### config.mk
export PLATFORM = sky130hd
export DESIGN_NAME = timer5_compare_irq_regs
export DESIGN_NICKNAME = d
export VERILOG_FILES = /design/src/hdl/timer5_pkg.sv /design/src/hdl/timer5_compare_irq_regs.sv
export SDC_FILE = /design/constraint.sdc
export NUM_CORES = 1
export LEC_CHECK = 0
export CORE_MARGIN = 2
export CORE_UTILIZATION = 25
export CTS_CLUSTER_SIZE = 25
export DETAILED_ROUTE_END_ITERATION = 8
export DONT_BUFFER_PORTS = 1
export GPL_TIMING_DRIVEN = 0
export SYNTH_ARGS = -nofsm -noshare
export SYNTH_HDL_FRONTEND = slang
export SYNTH_SLANG_ARGS = --single-unit
export TNS_END_PERCENT = 1
### constraint.sdc
create_clock -name ref_clk -period 5.3 [get_ports ref_clk]
set_input_delay 1.06 -clock ref_clk [delete_from_list [all_inputs] [get_ports ref_clk]]
set_output_delay 1.06 -clock ref_clk [all_outputs]
set_load 0.1 [all_outputs]
### src/hdl/timer5_pkg.sv
`default_nettype none
package timer5_pkg;
  localparam int ADDR_W = 9;
  // Register offsets
  localparam logic [8:0] OFS_EVENT_FLAGS = 9'h03a;
  localparam logic [8:0] OFS_EVENT_ENABLES = 9'h073;
  localparam logic [8:0] OFS_CAPTURE_LOW = 9'h126;
  localparam logic [8:0] OFS_CAPTURE_HIGH = 9'h127;
  localparam logic [8:0] OFS_MATCH_A_LOW = 9'h128;
  localparam logic [8:0] OFS_MATCH_A_HIGH = 9'h129;
  localparam logic [8:0] OFS_MATCH_B_LOW = 9'h12a;
  localparam logic [8:0] OFS_MATCH_B_HIGH = 9'h12b;
  localparam logic [8:0] OFS_MATCH_C_LOW = 9'h12c;
  localparam logic [8:0] OFS_MATCH_C_HIGH = 9'h12d;
  localparam logic [8:0] OFS_EVENT_CLEAR = 9'h13f;
  // Field positions in flags and enables
  localparam int BIT_OVERFLOW = 0;
  localparam int BIT_MATCH_A = 1;
  localparam int BIT_MATCH_B = 2;
  localparam int BIT_MATCH_C = 3;
  localparam int BIT_CAPTURE = 5;
  localparam logic [7:0] EVENT_MASK = 8'h2f;
  // Values after reset
  localparam logic [7:0] RESET_BYTE = 8'h00;
  localparam logic [15:0] RESET_WORD = 16'h0000;
  localparam logic [2:0] RESET_HITS = 3'h0;
  // Waveform modes with a plain overflow
  localparam logic [3:0] MODE_NORMAL = 4'h0;
  localparam logic [3:0] MODE_CLEAR_ON_MATCH_OCR = 4'h4;
  localparam logic [3:0] MODE_CLEAR_ON_MATCH_ICR = 4'hc;
endpackage
`default_nettype wire

### src/hdl/timer5_compare_irq_regs.sv
`default_nettype none
module timer5_compare_irq_regs
  import timer5_pkg::*;
(
  // Clock and reset
  input wire logic ref_clk,
  input wire logic nrst,
  // Register port
  input wire logic [ADDR_W-1:0] reg_addr,
  input wire logic [7:0] reg_wdata,
  input wire logic reg_write,
  input wire logic reg_read,
  output logic [7:0] reg_rdata,
  // Counter side
  input wire logic timer_tick,
  input wire logic [15:0] counter_value,
  input wire logic counter_write,
  input wire logic overflow_event,
  input wire logic limit_event,
  input wire logic [3:0] waveform_mode_field,
  input wire logic [2:0] force_match,
  output logic [2:0] match_out,
  // Interrupt controller
  input wire logic global_irq_enable,
  input wire logic [3:0] vector_ack,
  output logic [3:0] irq_request,
  output logic irq
);

  ////////////////////////////////////////////////////////////////////////////
  logic [7:0] temp_high;
  logic [15:0] match_value_a;
  logic [15:0] match_value_b;
  logic [15:0] match_value_c;
  logic [15:0] capture_value;
  logic [7:0] event_enables;
  logic [7:0] event_flags;
  logic [2:0] match_hit;
  logic match_block;
  logic [2:0] equal_now;
  logic [7:0] next_flags;
  logic [7:0] set_bits;
  logic [7:0] clear_bits;
  logic overflow_set;

  ////////////////////////////////////////////////////////////////////////////
  // Shared high-byte latch
  always_ff @(posedge ref_clk) begin
    if (!nrst) begin
      temp_high <= RESET_BYTE;
    end else if (reg_write && (reg_addr == OFS_MATCH_A_HIGH || reg_addr == OFS_MATCH_B_HIGH ||
                 reg_addr == OFS_MATCH_C_HIGH)) begin
      temp_high <= reg_wdata;
    end else if (reg_read && reg_addr == OFS_CAPTURE_LOW) begin
      temp_high <= capture_value[15:8];
    end
  end

  // Compare values, low byte commits the pair
  always_ff @(posedge ref_clk) begin
    if (!nrst) begin
      match_value_a <= RESET_WORD;
      match_value_b <= RESET_WORD;
      match_value_c <= RESET_WORD;
    end else if (reg_write) begin
      unique case (reg_addr)
        OFS_MATCH_A_LOW: match_value_a <= {temp_high, reg_wdata};
        OFS_MATCH_B_LOW: match_value_b <= {temp_high, reg_wdata};
        OFS_MATCH_C_LOW: match_value_c <= {temp_high, reg_wdata};
        default: ;
      endcase
    end
  end

  // No capture input exists, so nothing ever loads it
  always_ff @(posedge ref_clk) begin
    if (!nrst) begin
      capture_value <= RESET_WORD;
    end
  end

  always_ff @(posedge ref_clk) begin
    if (!nrst) begin
      event_enables <= RESET_BYTE;
    end else if (reg_write && reg_addr == OFS_EVENT_ENABLES) begin
      event_enables <= reg_wdata & EVENT_MASK;
    end
  end

  ////////////////////////////////////////////////////////////////////////////
  // Compare path
  assign equal_now[0] = (counter_value == match_value_a);
  assign equal_now[1] = (counter_value == match_value_b);
  assign equal_now[2] = (counter_value == match_value_c);

  // One tick of blocking after a counter write
  always_ff @(posedge ref_clk) begin
    if (!nrst) begin
      match_block <= 1'b0;
    end else if (counter_write) begin
      match_block <= 1'b1;
    end else if (timer_tick) begin
      match_block <= 1'b0;
    end
  end

  // Hits wait one tick before reaching the flags
  always_ff @(posedge ref_clk) begin
    if (!nrst) begin
      match_hit <= RESET_HITS;
    end else if (timer_tick) begin
      match_hit <= match_block ? RESET_HITS : equal_now;
    end
  end

  assign match_out = match_hit | force_match;

  ////////////////////////////////////////////////////////////////////////////
  // Flags: a set in the same cycle as a clear wins
  always_comb begin
    if (waveform_mode_field == MODE_NORMAL || waveform_mode_field == MODE_CLEAR_ON_MATCH_OCR ||
        waveform_mode_field == MODE_CLEAR_ON_MATCH_ICR) begin
      overflow_set = overflow_event;
    end else begin
      overflow_set = limit_event;
    end
    set_bits = RESET_BYTE;
    set_bits[BIT_OVERFLOW] = overflow_set;
    set_bits[BIT_MATCH_A] = timer_tick & match_hit[0];
    set_bits[BIT_MATCH_B] = timer_tick & match_hit[1];
    set_bits[BIT_MATCH_C] = timer_tick & match_hit[2];
    clear_bits = RESET_BYTE;
    if (reg_write && (reg_addr == OFS_EVENT_FLAGS || reg_addr == OFS_EVENT_CLEAR)) begin
      clear_bits = reg_wdata & EVENT_MASK;
    end
    clear_bits[BIT_OVERFLOW] = clear_bits[BIT_OVERFLOW] | vector_ack[0];
    clear_bits[BIT_MATCH_A] = clear_bits[BIT_MATCH_A] | vector_ack[1];
    clear_bits[BIT_MATCH_B] = clear_bits[BIT_MATCH_B] | vector_ack[2];
    clear_bits[BIT_MATCH_C] = clear_bits[BIT_MATCH_C] | vector_ack[3];
    next_flags = ((event_flags & ~clear_bits) | set_bits) & EVENT_MASK;
  end

  always_ff @(posedge ref_clk) begin
    if (!nrst) begin
      event_flags <= RESET_BYTE;
    end else begin
      event_flags <= next_flags;
    end
  end

  ////////////////////////////////////////////////////////////////////////////
  // Requests; the capture bits are left out on purpose
  always_comb begin
    irq_request[0] = global_irq_enable & event_enables[BIT_OVERFLOW] & event_flags[BIT_OVERFLOW];
    irq_request[1] = global_irq_enable & event_enables[BIT_MATCH_A] & event_flags[BIT_MATCH_A];
    irq_request[2] = global_irq_enable & event_enables[BIT_MATCH_B] & event_flags[BIT_MATCH_B];
    irq_request[3] = global_irq_enable & event_enables[BIT_MATCH_C] & event_flags[BIT_MATCH_C];
  end

  assign irq = |irq_request;

  ////////////////////////////////////////////////////////////////////////////
  // Read data, one cycle after the strobe
  always_ff @(posedge ref_clk) begin
    if (!nrst) begin
      reg_rdata <= RESET_BYTE;
    end else if (reg_read) begin
      unique case (reg_addr)
        OFS_EVENT_FLAGS: reg_rdata <= event_flags & EVENT_MASK;
        OFS_EVENT_ENABLES: reg_rdata <= event_enables & EVENT_MASK;
        OFS_CAPTURE_LOW: reg_rdata <= capture_value[7:0];
        OFS_CAPTURE_HIGH: reg_rdata <= temp_high;
        OFS_MATCH_A_LOW: reg_rdata <= match_value_a[7:0];
        OFS_MATCH_A_HIGH: reg_rdata <= match_value_a[15:8];
        OFS_MATCH_B_LOW: reg_rdata <= match_value_b[7:0];
        OFS_MATCH_B_HIGH: reg_rdata <= match_value_b[15:8];
        OFS_MATCH_C_LOW: reg_rdata <= match_value_c[7:0];
        OFS_MATCH_C_HIGH: reg_rdata <= match_value_c[15:8];
        default: reg_rdata <= RESET_BYTE;
      endcase
    end
  end

  ////////////////////////////////////////////////////////////////////////////
  // Checks
  property p_compare_hit;
    @(posedge ref_clk) disable iff (!nrst)
    (timer_tick && !match_block && !counter_write && counter_value == match_value_c) |=> match_hit[2];
  endproperty
  a_compare_hit: assert property (p_compare_hit)
    else $error("compare hit missed");

  property p_pair_commit;
    @(posedge ref_clk) disable iff (!nrst)
    (reg_write && reg_addr == OFS_MATCH_A_LOW) |=> match_value_a == {$past(temp_high), $past(reg_wdata)};
  endproperty
  a_pair_commit: assert property (p_pair_commit)
    else $error("compare pair not committed together");

  property p_capture_pair;
    @(posedge ref_clk) disable iff (!nrst)
    (reg_read && reg_addr == OFS_CAPTURE_LOW) ##1 (reg_read && reg_addr == OFS_CAPTURE_HIGH)
      |=> reg_rdata == capture_value[15:8];
  endproperty
  a_capture_pair: assert property (p_capture_pair)
    else $error("capture high byte incoherent");

  property p_capture_zero;
    @(posedge ref_clk) disable iff (!nrst)
    (reg_read && (reg_addr == OFS_CAPTURE_LOW || reg_addr == OFS_CAPTURE_HIGH) && !$past(reg_read))
      |=> reg_rdata == RESET_BYTE;
  endproperty
  a_capture_zero: assert property (p_capture_zero)
    else $error("capture pair not zero");

  property p_reserved_zero;
    @(posedge ref_clk) disable iff (!nrst)
    (reg_read && (reg_addr == OFS_EVENT_FLAGS || reg_addr == OFS_EVENT_ENABLES))
      |=> (reg_rdata[7:6] == 2'b00) && !reg_rdata[4];
  endproperty
  a_reserved_zero: assert property (p_reserved_zero)
    else $error("reserved bit read as one");

  property p_capture_quiet;
    @(posedge ref_clk) disable iff (!nrst)
    (event_enables[BIT_CAPTURE] && global_irq_enable &&
     (event_flags & event_enables & 8'h0f) == RESET_BYTE) |-> !irq;
  endproperty
  a_capture_quiet: assert property (p_capture_quiet)
    else $error("capture bits raised interrupt");

  property p_match_request;
    @(posedge ref_clk) disable iff (!nrst)
    (timer_tick && match_hit[1] && event_enables[BIT_MATCH_B] && global_irq_enable)
      ##1 global_irq_enable |-> irq_request[2] && irq;
  endproperty
  a_match_request: assert property (p_match_request)
    else $error("match request missing");

  property p_overflow_gate;
    @(posedge ref_clk) disable iff (!nrst)
    !global_irq_enable |-> irq_request == 4'h0 && !irq;
  endproperty
  a_overflow_gate: assert property (p_overflow_gate)
    else $error("request without global enable");

  property p_flag_after_tick;
    @(posedge ref_clk) disable iff (!nrst)
    (timer_tick && match_hit[0]) |=> event_flags[BIT_MATCH_A];
  endproperty
  a_flag_after_tick: assert property (p_flag_after_tick)
    else $error("match flag not set");

  property p_force_no_flag;
    @(posedge ref_clk) disable iff (!nrst)
    (force_match[2] && !event_flags[BIT_MATCH_C] && !(timer_tick && match_hit[2])) |=> !event_flags[BIT_MATCH_C];
  endproperty
  a_force_no_flag: assert property (p_force_no_flag)
    else $error("force set a flag");

  property p_vector_clear;
    @(posedge ref_clk) disable iff (!nrst)
    (vector_ack[3] && !(timer_tick && match_hit[2])) |=> !event_flags[BIT_MATCH_C];
  endproperty
  a_vector_clear: assert property (p_vector_clear)
    else $error("vector did not clear match flag");

  property p_write_one_clear;
    @(posedge ref_clk) disable iff (!nrst)
    (reg_write && reg_addr == OFS_EVENT_FLAGS && reg_wdata[BIT_MATCH_B] && !(timer_tick && match_hit[1]))
      |=> !event_flags[BIT_MATCH_B];
  endproperty
  a_write_one_clear: assert property (p_write_one_clear)
    else $error("write one did not clear");

  property p_overflow_normal;
    @(posedge ref_clk) disable iff (!nrst)
    (overflow_event && waveform_mode_field == MODE_NORMAL) |=> event_flags[BIT_OVERFLOW];
  endproperty
  a_overflow_normal: assert property (p_overflow_normal)
    else $error("overflow flag not set");

  property p_overflow_vector;
    @(posedge ref_clk) disable iff (!nrst)
    (vector_ack[0] && !overflow_set) |=> !event_flags[BIT_OVERFLOW];
  endproperty
  a_overflow_vector: assert property (p_overflow_vector)
    else $error("overflow vector did not clear");

  property p_block_after_write;
    @(posedge ref_clk) disable iff (!nrst)
    (counter_write && !timer_tick) ##1 (!counter_write && timer_tick) |=> match_hit == RESET_HITS;
  endproperty
  a_block_after_write: assert property (p_block_after_write)
    else $error("match not blocked after counter write");

  property p_write_zero_keeps;
    @(posedge ref_clk) disable iff (!nrst)
    (reg_write && reg_addr == OFS_EVENT_FLAGS && !reg_wdata[BIT_OVERFLOW] && event_flags[BIT_OVERFLOW] &&
     !vector_ack[0]) |=> event_flags[BIT_OVERFLOW];
  endproperty
  a_write_zero_keeps: assert property (p_write_zero_keeps)
    else $error("write zero cleared a flag");

  property p_reserved_write;
    @(posedge ref_clk) disable iff (!nrst)
    (reg_write && reg_addr == OFS_EVENT_ENABLES) |=> event_enables[7:6] == 2'b00 && !event_enables[4];
  endproperty
  a_reserved_write: assert property (p_reserved_write)
    else $error("reserved enable bit stored");

  property p_overflow_request;
    @(posedge ref_clk) disable iff (!nrst)
    (event_flags[BIT_OVERFLOW] && event_enables[BIT_OVERFLOW] && global_irq_enable) |-> irq_request[0] && irq;
  endproperty
  a_overflow_request: assert property (p_overflow_request)
    else $error("overflow request missing");

  property p_match_a_gate;
    @(posedge ref_clk) disable iff (!nrst)
    !event_enables[BIT_MATCH_A] |-> !irq_request[1];
  endproperty
  a_match_a_gate: assert property (p_match_a_gate)
    else $error("match request without enable");

  property p_flag_c_after_tick;
    @(posedge ref_clk) disable iff (!nrst)
    (timer_tick && match_hit[2]) |=> event_flags[BIT_MATCH_C];
  endproperty
  a_flag_c_after_tick: assert property (p_flag_c_after_tick)
    else $error("match flag c not set");

  property p_overflow_ctc;
    @(posedge ref_clk) disable iff (!nrst)
    (overflow_event && waveform_mode_field == MODE_CLEAR_ON_MATCH_OCR) |=> event_flags[BIT_OVERFLOW];
  endproperty
  a_overflow_ctc: assert property (p_overflow_ctc)
    else $error("overflow flag not set in clear on match");

endmodule
`default_nettype wire

==> out/metrics.csv <==
metric,value,unit
number of distinct library cells after synthesis,59,
min Tclk post-route,3.787,ns
grt ovf,0,
dpl hpwl,10720,microns
CTS Buf Count,9,
register-to-register setup slack,3.78,ns
maxcap violations,0,
Min Hold Slack,0.4321,ns
Iteration-0 DRC Markers,260,
Worst path max stage delay,0.85,ns
post-layout util,28.85,%
Final nets,540,
Pleak,1.859,nW
Post-Place Cells,701,
crit path max-delay cell type,or4_1,
Max Slew Vio Count,0,
Hold EP,event_flags[5],
Fin. Hold Viols,0,
Worst slew margin,32.55,%
most frequent cells in the layout,"78 x dfxtp_1, 55 x nand2_1, 51 x nor2b_1",
post-route cell area,4956,sq um
H-tree level count,3,
status,"finished, final reports clean",
"Area growth, synth to finish",13.24,%
skew final,0.007892,ns
initial antenna violation count,0,
row cnt,48,
GRT Total Usage,15.21,%
Placement Cell Area,4658,sq um
Clock Root Buffer,clkbuf_16,
hold path start,event_flags[5],
Critical Path Start Type,primary input,
FF-to-FF path depth,3,
CP arrival,2.73,ns
via count,3572,
ys flop type,dfxtp_1,
Switching Fraction,24.16,%
Post-CTS Setup Inserts,0,
first-pass GRT wire length,20990,microns
Worst Hold Path Cells,2,
fmax,264.0,MHz
sequential power share,45.3,%
routability cong.,0.8565,
Clk pwr share,48.2,%
syn_area_per_cell,9.195,sq um
"Req. time, crit path",4.24,ns
Die X,136.3,microns
CTS Buffer Depth,2,
worst skew pair latency,0.34,ns
Antenna Cells,0,
Die ar.,18580,sq um
sw power,0.0003140,W
CP Cell Sequence,"and3_1, or4_1",
Post-CTS Hold Fix Bufs,0,
vias per cell,4.982,
"commonest non-fill, non-tap cell in the layout",dfxtp_1,
# DRC,0,
cell family with most CP delay,simple AND/OR/NAND/NOR gates,
Post-Syn Nets,529,
final cell count without fillers,717,
port buffer count,0,
critical path class,primary input to output port,
critical path buffer and inverter count,0,
Post-synth EDFFs,0,
largest net degree at the start of global routing,15,
Pint,0.0009855,W
final setup fails,0,
Antenna Nets Post-Route,0,
Peak VDD IR,0.1621,mV
worst-path maximum fanout,4,
crit end category,output port,
Slew @ Worst Pin,1.012,ns
register area share after synthesis,35.68,%
CTS sink count,78,
Hold WC Path Type,flop to flop,
layout cells sized above 1,10.16,%
Syn. warnings,0,
"flops & latches, synth",78,
CP startpoint,global_irq_enable,
core area,17180,sq um
Gate Count Post-Synth,476,
Avg WL per Cell,19.44,microns
Syn Std Cell Area,4377,sq um
Comb power frac,6.6,%
vias in the first global route,3485,
clock-pin slew on the worst setup and hold paths,0.06,ns
CTS tree,yes,
fill count,1874,
setup TNS,0,ns
RR Endpoint,reg_rdata[4],
Die Height,136.3,microns
detailed-route wire length,13940,microns
I/O pins,69,
Initial Utilization,25.48,%
unrepaired setup endpoints after global routing,no,
number of gates resized after CTS,0,
"FFs w/ async S/R, synth",0,%
final period utilization,71.46,%
reg-to-reg critical path startpoint,reg_rdata[4],
first-pass detailed-route iteration total,4,
power per cell area,262.2,nW/um^2
## logic make-up after synthesis
kind of cell / Yosys count / synth area share [%]
compound gates: 80 / 13.67
simple gates: 187 / 24.67
mux: 51 / 12.41
buf+inv: 32 / 3.974
xor+xnor: 48 / 9.605
flops: 78 / 35.68
## sequential cells by signal, summed over array words and instances, names as in the netlist
signal / count
match_block: 1
match_value_b: 16
match_value_a: 16
match_value_c: 16
event_flags: 5
event_enables: 5
reg_rdata: 8
temp_high: 8
match_hit: 3
## per-stage QoR
step / setup WS [ns] / total power [W]
after floorplan: 1.549 / 0.0006657
after global placement: 1.514 / 0.0006853
after detailed placement: 1.514 / 0.0006851
after CTS: 1.514 / 0.001307
after global routing: 1.478 / 0.001332
final: 1.513 / 0.001299
## synthesized netlist by cell type, types with 9 or more instances
cell type | n | area (sq um)
a21boi_1 | 12 | 90.09
xor2_1 | 43 | 376.6
nor2b_1 | 51 | 319.1
nand2_1 | 55 | 206.5
nand3_1 | 17 | 85.08
clkbuf_1 | 13 | 48.80
mux2i_1 | 43 | 430.4
nor4_1 | 9 | 56.30
o21ai_0 | 11 | 55.05
dfxtp_1 | 78 | 1562
a21boi_0 | 11 | 82.58
buf_2 | 9 | 45.04
## per-layer routing
metal / GRT usage [%] / part of all wire, % / up-vias
li1: - / - / 1716
met1: 19.86 / 45 / 1752
met2: 24.57 / 48 / 91
met3: 4.512 / 6.6 / 13
met4: 3.704 / 1.1 / 0
met5: 0 / 0 / -
## worst max path at each step
stage | to | slack, ns | depth (start not counted)
final | irq | 1.51 | 2
after global routing | irq | 1.48 | 2
after CTS | irq | 1.51 | 2
after detailed placement | irq | 1.51 | 2
after global placement | irq | 1.51 | 2
after floorplan | irq | 1.55 | 2
## power groups by stage
stage	clock network (W)	logic (W)	registers, W
floorplan	0	0.0000646	0.000601
global placement	0	0.0000837	0.000602
CTS	0.000635	0.0000841	0.000588
global route	0.000654	0.0000901	0.000588
detailed placement	0	0.0000835	0.000602
finish	0.000626	0.0000852	0.000588
## final cells by class
class / count / area (sq um) / share of cell area (%)
buffer: 28 / 158.9 / 3.206
clock inverter: 7 / 72.57 / 1.464
inverter: 4 / 15.01 / 0.3030
sequential: 78 / 1562 / 31.51
multi-input combinational: 366 / 2641 / 53.29
tap: 225 / 281.5 / 5.680
clock buffer: 9 / 225.2 / 4.544
No activity file was read; power rests on OpenSTA's default activity.
